### src/mms_pkg.sv
// Constants, register map and timing counts for the module management block
package mms_pkg;

   // ****************************************
   // Clock and time conversion
   // ****************************************
   localparam int unsigned CLK_KHZ = 125_000;

   function automatic int unsigned mms_ms_cycles(input int unsigned ms);
      mms_ms_cycles = ms * CLK_KHZ;
   endfunction

   function automatic int unsigned mms_us_cycles(input int unsigned us);
      mms_us_cycles = (us * CLK_KHZ) / 1000;
   endfunction

   // ****************************************
   // Deadlines as printed
   // ****************************************
   localparam int unsigned INIT_MS = 2000;
   localparam int unsigned RESET_MIN_US = 10;
   localparam int unsigned ATTN_ON_MS = 200;
   localparam int unsigned ATTN_OFF_US = 500;
   localparam int unsigned LOS_ON_MS = 100;
   localparam int unsigned FLAG_ON_MS = 200;
   localparam int unsigned MASK_MS = 100;
   localparam int unsigned MODE_CHANGE_MS = 100;
   localparam int unsigned LP_ENTER_MS = 100;
   localparam int unsigned LP_EXIT_MS = 300;

   // Longest times (shortest for reset) in cycles, rounded down
   localparam int unsigned INIT_MAX_CYCLES = mms_ms_cycles(INIT_MS);
   localparam int unsigned RESET_MIN_CYCLES = mms_us_cycles(RESET_MIN_US);
   localparam int unsigned LP_ENTER_MAX_CYCLES = mms_ms_cycles(LP_ENTER_MS);
   localparam int unsigned LP_EXIT_MAX_CYCLES = mms_ms_cycles(LP_EXIT_MS);

   // Counts actually used; two cycles of margin for the output flops
   localparam int unsigned INIT_DELAY = INIT_MAX_CYCLES - 2;
   localparam int unsigned LP_ENTER_DELAY = LP_ENTER_MAX_CYCLES - 2;
   localparam int unsigned LP_EXIT_DELAY = LP_EXIT_MAX_CYCLES - 2;

   // ****************************************
   // Register map
   // ****************************************
   localparam int ADDR_W = 8;
   localparam int DATA_W = 32;
   localparam logic [7:0] OFS_FLAGS = 8'h00;
   localparam logic [7:0] OFS_MASK = 8'h04;
   localparam logic [7:0] OFS_CTRL = 8'h08;
   localparam logic [7:0] OFS_STATUS = 8'h0C;

   // Flag and mask layout
   localparam int NFLAG = 4;
   localparam int FLG_RX_LOS = 0;
   localparam int FLG_TX_FAULT = 1;
   localparam int FLG_OTHER = 2;
   localparam int FLG_DATA_READY = 3;

   // Control layout
   localparam int CTL_POWER_OVERRIDE = 0;
   localparam int CTL_LP_PIN_TRANSMIT_DISABLE_FUNCTION = 1;
   localparam int CTL_ATTN_PIN_LOS = 2;

   // Status layout
   localparam int STS_DATA_NOT_READY = 0;
   localparam int STS_INIT_BUSY = 1;
   localparam int STS_LOW_POWER = 2;
   localparam int STS_FUNCTIONAL = 3;
   localparam int STS_TX_DISABLED = 4;

   // Reset values
   localparam logic [3:0] FLAGS_RST = 4'h0;
   localparam logic [3:0] MASK_RST = 4'h0;
   localparam logic [2:0] CTRL_RST = 3'h0;

endpackage

### src/mms_core.sv
// Management, flag, interrupt and power sequencing logic of a module end
`timescale 1ns/1ps
`default_nettype none


module mms_core
   import mms_pkg::*;
#(
   parameter int unsigned INIT_CYCLES = INIT_DELAY,
   parameter int unsigned LP_ENTER_CYCLES = LP_ENTER_DELAY,
   parameter int unsigned LP_EXIT_CYCLES = LP_EXIT_DELAY
) (
   // Clock and reset
   input wire logic core_clk_i,
   input wire logic reset_i,
   // Register port
   input wire logic [ADDR_W-1:0] addr_i,
   input wire logic [DATA_W-1:0] wdata_i,
   input wire logic wr_i,
   input wire logic rd_i,
   output logic [DATA_W-1:0] rdata_o,
   // Host side pins
   input wire logic module_reset_n_i,
   input wire logic low_power_or_tx_off_pin_i,
   output logic attention_or_signal_lost_pin_o,
   // Conditions from the module
   input wire logic rx_los_i,
   input wire logic tx_fault_i,
   input wire logic other_fault_i,
   // Status outputs
   output logic irq_o,
   output logic tx_disable_o,
   output logic low_power_o,
   output logic fully_functional_o,
   output logic bus_ready_o
);

   // ****************************************
   // State
   // ****************************************
   typedef enum logic {
      INIT_BUSY,
      INIT_DONE
   } mms_init_t;

   typedef enum logic [1:0] {
      PW_FULL,
      PW_ENTER,
      PW_LOW,
      PW_EXIT
   } mms_pw_t;

   typedef struct packed {
      mms_init_t init_st;
      logic [31:0] init_cnt;
      mms_pw_t pw_st;
      logic [31:0] pw_cnt;
      logic [NFLAG-1:0] flags;
      logic [NFLAG-1:0] mask;
      logic [2:0] ctrl;
      logic [DATA_W-1:0] rdata;
      logic pin_out;
      logic irq;
      logic tx_disable;
      logic low_power;
      logic functional;
      logic bus_ready;
   } mms_state_t;

   localparam mms_state_t STATE_RST = '{
      init_st: INIT_BUSY,
      init_cnt: 32'h0000_0000,
      pw_st: PW_FULL,
      pw_cnt: 32'h0000_0000,
      flags: FLAGS_RST,
      mask: MASK_RST,
      ctrl: CTRL_RST,
      rdata: 32'h0000_0000,
      pin_out: 1'b1,
      irq: 1'b0,
      tx_disable: 1'b0,
      low_power: 1'b0,
      functional: 1'b0,
      bus_ready: 1'b0
   };

   mms_state_t s_q;
   mms_state_t s_d;

   // ****************************************
   // Next state
   // ****************************************
   logic [NFLAG-1:0] events;
   logic [NFLAG-1:0] pending;
   logic lp_req;
   logic flag_rd;
   logic init_end;
   logic [DATA_W-1:0] status_word;

   always_comb begin
      s_d = s_q;
      events = '0;
      pending = '0;
      lp_req = 1'b0;
      flag_rd = 1'b0;
      init_end = 1'b0;
      status_word = '0;

      // Init sequencing; a low reset pin restarts the whole module
      unique case (s_q.init_st)
         INIT_BUSY: begin
            if (s_q.init_cnt >= INIT_CYCLES - 1) begin
               s_d.init_st = INIT_DONE;
               init_end = 1'b1;
            end else begin
               s_d.init_cnt = s_q.init_cnt + 32'h0000_0001;
            end
         end
         INIT_DONE: begin
            s_d.init_cnt = s_q.init_cnt;
         end
      endcase

      // Conditions are levels; a flag re-arms while its cause persists
      events[FLG_RX_LOS] = rx_los_i;
      events[FLG_TX_FAULT] = tx_fault_i;
      events[FLG_OTHER] = other_fault_i;
      events[FLG_DATA_READY] = init_end;

      // Register port
      flag_rd = rd_i && (addr_i == OFS_FLAGS);
      status_word[STS_DATA_NOT_READY] = (s_q.init_st == INIT_BUSY);
      status_word[STS_INIT_BUSY] = (s_q.init_st == INIT_BUSY);
      status_word[STS_LOW_POWER] = s_q.low_power;
      status_word[STS_FUNCTIONAL] = s_q.functional;
      status_word[STS_TX_DISABLED] = s_q.tx_disable;
      s_d.rdata = '0;
      if (rd_i) begin
         unique case (addr_i)
            OFS_FLAGS: s_d.rdata[NFLAG-1:0] = s_q.flags;
            OFS_MASK: s_d.rdata[NFLAG-1:0] = s_q.mask;
            OFS_CTRL: s_d.rdata[2:0] = s_q.ctrl;
            OFS_STATUS: s_d.rdata = status_word;
            default: s_d.rdata = '0;
         endcase
      end
      if (wr_i) begin
         unique case (addr_i)
            OFS_MASK: s_d.mask = wdata_i[NFLAG-1:0];
            OFS_CTRL: s_d.ctrl = wdata_i[2:0];
            default: s_d.mask = s_q.mask;
         endcase
      end

      // Sticky flags, cleared by the read that returns them; set wins
      s_d.flags = (s_q.flags & ~{NFLAG{flag_rd}}) | events;

      // Power request from the pin (in low-power mode) or override bit
      lp_req = (!s_q.ctrl[CTL_LP_PIN_TRANSMIT_DISABLE_FUNCTION] && low_power_or_tx_off_pin_i)
               || s_q.ctrl[CTL_POWER_OVERRIDE];
      unique case (s_q.pw_st)
         PW_FULL: begin
            if (lp_req) begin
               s_d.pw_st = PW_ENTER;
               s_d.pw_cnt = '0;
            end
         end
         PW_ENTER: begin
            s_d.pw_cnt = s_q.pw_cnt + 32'h0000_0001;
            if (!lp_req) begin
               s_d.pw_st = PW_EXIT;
               s_d.pw_cnt = '0;
            end else if (s_q.pw_cnt >= LP_ENTER_CYCLES - 1) begin
               s_d.pw_st = PW_LOW;
            end
         end
         PW_LOW: begin
            if (!lp_req) begin
               s_d.pw_st = PW_EXIT;
               s_d.pw_cnt = '0;
            end
         end
         PW_EXIT: begin
            s_d.pw_cnt = s_q.pw_cnt + 32'h0000_0001;
            if (lp_req) begin
               s_d.pw_st = PW_ENTER;
               s_d.pw_cnt = '0;
            end else if (s_q.pw_cnt >= LP_EXIT_CYCLES - 1) begin
               s_d.pw_st = PW_FULL;
            end
         end
      endcase

      // Outputs; a mask write reaches irq two cycles after the write
      pending = s_q.flags & ~s_q.mask;
      s_d.irq = |pending;
      s_d.pin_out = s_q.ctrl[CTL_ATTN_PIN_LOS] ? !rx_los_i
                                               : !(|pending);
      s_d.tx_disable = s_q.ctrl[CTL_LP_PIN_TRANSMIT_DISABLE_FUNCTION]
                       && low_power_or_tx_off_pin_i;
      s_d.low_power = (s_q.pw_st == PW_LOW) || (s_q.pw_st == PW_ENTER
                       && s_q.pw_cnt >= LP_ENTER_CYCLES - 1);
      s_d.functional = (s_q.init_st == INIT_DONE)
                       && (s_q.pw_st == PW_FULL);
      // The register port answers even during init
      s_d.bus_ready = 1'b1;

      // Pin reset: any low sample restarts; host keeps it long enough
      if (!module_reset_n_i) begin
         s_d = STATE_RST;
      end
   end

   // ****************************************
   // Registers
   // ****************************************
   always_ff @(posedge core_clk_i) begin
      if (reset_i) begin
         s_q <= STATE_RST;
      end else begin
         s_q <= s_d;
      end
   end

   assign rdata_o = s_q.rdata;
   assign attention_or_signal_lost_pin_o = s_q.pin_out;
   assign irq_o = s_q.irq;
   assign tx_disable_o = s_q.tx_disable;
   assign low_power_o = s_q.low_power;
   assign fully_functional_o = s_q.functional;
   assign bus_ready_o = s_q.bus_ready;

endmodule

`default_nettype wire

### config.mk
export PLATFORM = sky130hd
export DESIGN_NAME = mms_core
export DESIGN_NICKNAME = d
export VERILOG_FILES = /design/src/mms_pkg.sv /design/src/mms_core.sv
export SDC_FILE = /design/constraint.sdc
export NUM_CORES = 1
export LEC_CHECK = 0
export BUFFER_PORTS_ARGS = -buffer_cell sky130_fd_sc_hd__buf_4
export CAP_MARGIN = 20
export CELL_PAD_IN_SITES_DETAIL_PLACEMENT = 1
export CELL_PAD_IN_SITES_GLOBAL_PLACEMENT = 2
export CORE_MARGIN = 5
export CORE_UTILIZATION = 30
export CTS_CLUSTER_SIZE = 28
export DETAILED_ROUTE_END_ITERATION = 10
export GPL_TIMING_DRIVEN = 1
export MAX_ROUTING_LAYER = met4
export PLACE_DENSITY = 0.73
export SYNTH_ARGS = -nofsm -noshare
export SYNTH_HDL_FRONTEND = slang
export SYNTH_SLANG_ARGS = --single-unit
### constraint.sdc
create_clock -name core_clk_i -period 5.7 [get_ports core_clk_i]
set_input_delay 0.285 -clock core_clk_i [delete_from_list [all_inputs] [get_ports core_clk_i]]
set_output_delay 0.285 -clock core_clk_i [all_outputs]
set_load 0.01 [all_outputs]
Word level (Yosys, flattened, before mapping)
Cells that the tools add are included.

word-level totals
  bits in registers = 116
  bits of input ports = 49
  output and inout port bits = 38
  word-level logic and storage cells = 79

operators by class
  add/sub/neg operators = 2
  order comparisons = 3
  equality and inequality tests = 11
  multiplexer cells = 18
  bitwise logic cells = 9
  reduce and logical (&&, ||, !) cells = 21

operators with widths
  operator               count
  $pmux 34 s4            1
  $mux 32                4
  $mux 34                2
  $add 32x1->32 const B  2
  $ge 32x24->1 const B   1
  $ge 32x26->1 const B   1
  $ge 32x28->1 const B   1
  $eq 8x4->1 const B     2
  $pmux 3 s4             1
  $and 4x4->4            2
  $eq 8x3->1 const B     1
  $logic_not 8->1        1
  $mux 2                 4
  $not 4->4              2
  $reduce_and 2->1       4
  $reduce_or 4->1        2
  $ne 2x2->1 const B     3
  $ne 3x3->1 const B     2
  $logic_and 1x1->1      5
  $mux 1                 5
  $eq 2x2->1 const B     2
  $not 1->1              4
  $or 4x4->4             1
  $reduce_and 4->1       1
  other kinds (7)        10

Longest topological paths before layout
  depth in word-level cells = 5
  gate-level depth with buffers = 8
  depth with buffers taken out = 8

Worst setup path before layout
OpenSTA, ideal clock, no wires.

  path type = reg2reg
  start = reg s_q[55] (netlist name)
  end = reg s_q[69] (netlist name)
  arrival = 2114 ps
  data required time = 5630 ps
  slack = 3516 ps
  stages on the path, launching flop included = 9
  path buffers = 2
  period minus slack after synthesis = 2184 ps
  cells stage by stage = dfxtp_1 -> buf_4 -> nand4_2 -> or4_4 -> or2_0 -> buf_2 -> or2_0 -> or4_1 -> a21oi_1

on the way
  cells in the longest elaborated chain, start to end = 3

RTL lines
  what                               RTL line                          source
  from (decl)                        mms_core.sv:87                    mms_state_t s_q;
  from (signal assigned)             mms_core.sv:219                   s_q <= STATE_RST;
  from (signal assigned)             mms_core.sv:221                   s_q <= s_d;
  $add 32x1->32 *                    mms_core.sv:169, mms_core.sv:184
  $mux 32, on equally long branches  mms_core.sv:185, mms_core.sv:170
  $pmux 34 s4 *                      mms_core.sv:161                   unique case (s_q.pw_st)

Every way passes the cells marked *; elsewhere a longest branch is shown, timed or not.
A chain may end at the register's enable or synchronous reset.

Worst setup path after layout
  start = reg s_q[81] (netlist name)
  end = reg s_q[69] (netlist name)

on the way
  cells in the longest elaborated chain, start to end = 3

RTL lines
  what                                           RTL line
  $eq 2x2->1 or $logic_not 2->1 (tied branches)  mms_core.sv:161
  $ne 2x2->1 (no line)                           -
  $reduce_and 2->1 (no line)                     -

Several ways; a longest one is shown, not always the timed one.

==> metrics.json <==
{
  "cts_resized": {"value": 0},
  "final.fill_count": {"value": 1829},
  "rows": {"value": 45},
  "rrSetupSlack": {"value": 2.83, "unit": "ns"},
  "grt_antenna_before_repair": {"value": 0},
  "setup_viol": {"value": 0},
  "synth.area.top_cells": {"value": "dfxtp_1, nor2_1, xnor2_1"},
  "final_area": {"value": 0.00517, "unit": "mm²"},
  "ys_seq_area_share": {"value": 38.5, "unit": "%"},
  "fmax": {"value": 0.349, "unit": "GHz"},
  "synth-main-ff-cell": {"value": "dfxtp_1"},
  "routed_wl": {"value": 11600, "unit": "µm"},
  "global_route_wire_length_before_repair": {"value": 19300, "unit": "µm"},
  "die-width": {"value": 134, "unit": "µm"},
  "grt_start_max_net_pins": {"value": 48},
  "nNetsFinal": {"value": 644},
  "core_area": {"value": 0.0151, "unit": "mm²"},
  "final_layout_size_suffix_gt1_share": {"value": 10.7, "unit": "%"},
  "die_y": {"value": 134, "unit": "µm"},
  "critical-path-slowest-cell": {"value": "nand4_1"},
  "ys_seq_elements": {"value": 89},
  "critical_path.endpoint_type": {"value": "flop"},
  "global_route.usage.total": {"value": 13.7, "unit": "%"},
  "gp_routability_congestion": {"value": 0.736},
  "ys.warnings.count": {"value": 0},
  "required": {"value": 5.98, "unit": "ns"},
  "synthToLayoutAreaGrowth": {"value": 11.9, "unit": "%"},
  "worst_setup_hold_path_clk_slew": {"value": 0.06, "unit": "ns"},
  "yosysUniqueCellTypes": {"value": 58},
  "placement.cell_area": {"value": 0.00490, "unit": "mm²"},
  "unrepaired_setup_endpoints_after_global_routing": {"value": "false"},
  "mappedNetlistArea": {"value": 0.00462, "unit": "mm²"},
  "clkLatencyLatePin": {"value": 0.35, "unit": "ns"},
  "post_cts_setup_inserts": {"value": 0},
  "final.setup_skew": {"value": 0.00831, "unit": "ns"},
  "seq_area": {"value": 0.00178, "unit": "mm²"},
  "cts_made_buffers": {"value": 9},
  "first_pass_iteration_count_of_the_detailed_router": {"value": 4},
  "remaining_max_slew_budget_at_the_tightest_pin": {"value": 40.0, "unit": "%"},
  "initial_utilization": {"value": 30.5, "unit": "%"},
  "grt.met2_usage": {"value": 21.9, "unit": "%"},
  "final.setup.tns": {"value": 0, "unit": "ns"},
  "synth_largest_area_cell": {"value": "dfxtp_1"},
  "grt_overflow": {"value": 0},
  "power.leakage": {"value": 1.85, "unit": "nW"},
  "outcome": {"value": "complete, no violations"},
  "number_of_clock_sinks_seen_by_cts": {"value": 89},
  "synth_top_area_share": {"value": 38.5, "unit": "%"},
  "drc": {"value": 0},
  "cp.arrival": {"value": 3.15, "unit": "ns"},
  "tritoncts": {"value": "built"},
  "design.die.area": {"value": 0.0180, "unit": "mm²"},
  "final_antenna_net_count": {"value": 0},
  "placement.io_buffers": {"value": 31},
  "diodes": {"value": 0},
  "first_iter_violations": {"value": 182},
  "period_needed": {"value": 2.87, "unit": "ns"},
  "worst_setup_path_start_kind": {"value": "flop"},
  "clock_tree.htree_level_count": {"value": 3},
  "hpwl": {"value": 8400, "unit": "µm"},
  "timing.final.crit_share": {"value": 50.3, "unit": "%"},
  "drt-vias-per-instance": {"value": 4.99},
  "holdCritPathClass": {"value": "in -> reg"},
  "irDropWorstVdd": {"value": 0.125, "unit": "mV"},
  "max_stage_delay": {"value": 0.75, "unit": "ns"},
  "multiInputGateArea": {"value": 0.00252, "unit": "mm²"},
  "clock_path_buffers": {"value": 2},
  "layout.core_utilization": {"value": 34.1, "unit": "%"},
  "worst_slew_pin_slew": {"value": 0.898, "unit": "ns"},
  "global_route.usage.met3": {"value": 2.70, "unit": "%"},
  "synth_edf_count": {"value": 0},
  "cp_cell_sequence": {"value": "inv_1 > ha_1 > o21ai_0 > nand4_1 > or2_0 > or4_1 > a21oi_1"},
  "worst-setup-path-type": {"value": "reg -> reg"},
  "vias_in_the_first_global_route": {"value": 3965},
  "wire_per_inst": {"value": 15.0, "unit": "µm"},
  "async_flop_share": {"value": 0, "unit": "%"},
  "worst_path_max_fanout": {"value": 15},
  "gr-usage-met1": {"value": 17.1, "unit": "%"},
  "synthesis.area_per_instance": {"value": 8.19, "unit": "µm²"},
  "maxSlewViolCount": {"value": 0},
  "cts_root_buffer": {"value": "clkbuf_16"},
  "final_hold_viol_count": {"value": 0},
  "power.density_cell_area": {"value": 240, "unit": "mW/mm²"},
  "io-pin-count": {"value": 87},
  "netlist_instances": {"value": 564},
  "cts.hold.buffers_added": {"value": 0},
  "drv.max_cap_violation_count": {"value": 0},
  "grt_busiest_layer": {"value": "met2"},
  "yosys-top-cells-count": {"value": "nor2_1, dfxtp_1, buf_4"},
  "vias": {"value": 3872},
  "synth.most_common_cell": {"value": "nor2_1"}
}
[worst paths after layout]
check	startpoint	end	cells past startpoint
max	s_q[81]	s_q[69]	7
min	other_fault_i	s_q[47]	3
max reg2reg	s_q[81]	s_q[69]	7
min reg2reg	s_q[112]	s_q[112]	1
[where the power goes]
part | switching [mW] | internal, mW
Clock | 0.244 | 0.304
Combinational | 0.0405 | 0.0228
Sequential | 0.00294 | 0.626
[flip-flops by register name, indices dropped and copies added, names as in the netlist]
| name | flops |
|---|---|
| tx_disable_o | 1 |
| rdata_o | 5 |
| low_power_o | 1 |
| attention_or_signal_lost_pin_o | 1 |
| fully_functional_o | 1 |
| irq_o | 1 |
| bus_ready_o | 1 |
| s_q | 78 |
[layout make-up]
cell class	count	share of cell area (%)
Inverter	26	1.89
Tap cell	188	4.55
Sequential cell	89	34.5
Clock buffer	12	4.77
Timing Repair Buffer	36	5.23
Multi-Input combinational cell	422	48.8
Clock inverter	3	0.339
[layer usage]
metal | up-vias | share of wire [%]
met3 | 15 | 3.6
met1 | 1864 | 48
met4 | 0 | 1.8
met2 | 56 | 46
li1 | 1937 | -
met5 | - | 0
[metrics by stage]
| stage | std cells | hold WS (ns) | power, mW | setup WS (ns) |
|---|---|---|---|---|
| 6_report | 776 | 0.146 | 1.24 | 2.83 |
| 5_1_grt | 776 | 0.145 | 1.29 | 2.55 |
| 4_1_cts | 775 | 0.138 | 1.26 | 2.80 |
| 3_5_place_dp | 760 | 0.447 | 0.707 | 2.70 |
| 3_3_place_gp | 759 | 0.443 | 0.705 | 2.74 |
| 2_1_floorplan | 590 | 0.402 | 0.695 | 3.52 |
[logic make-up after synthesis]
group	count (synthesis)	share of synthesized area [%]
AOI/OAI and AO/OA	77	11.1
xor gates and xnor gates	43	8.15
adders and majority gates	11	2.98
buffers and inverters	79	9.12
DFF	89	38.5
muxes	10	2.44
other	1	0.0811
and+or+nand+nor	254	27.6
[critical path: cells and delay by family, from the launching register on]
family	cells	cell delay, ns
adder cells (fa/ha/maj)	1	0.23
buffers and inverters	1	0.10
flip-flops	1	0.39
AND/OR/NAND/NOR	3	1.70
AO/OA/AOI/OAI	2	0.38
[placed cells by master (no fill, tap or decap), types with 3 or more instances in the layout]
cell type  Yosys  layout
a211oi_1       8       8
a21oi_1       25      25
a31o_2         4       4
and2_1        10      10
and3_1        10      10
and4_1         4       4
buf_4         33      34
clkbuf_16      0       9
conb_1         1      27
dfxtp_1       89      89
ha_1          11      11
inv_1         26      26
mux2i_1        9       9
nand2_1       32      32
nand2b_1       7       6
nand3_1       23      23
nand4_1       15      15
nand4b_1       3       3
nor2_1        90      90
nor2b_1        3       3
nor3_1        22      22
nor4_1        16      16
o21ai_0       15      14
or3_1          5       5
or4_1          5       5
xnor2_1       31      31
xor2_1        12      12
No activity file was read; power rests on OpenSTA's default activity.
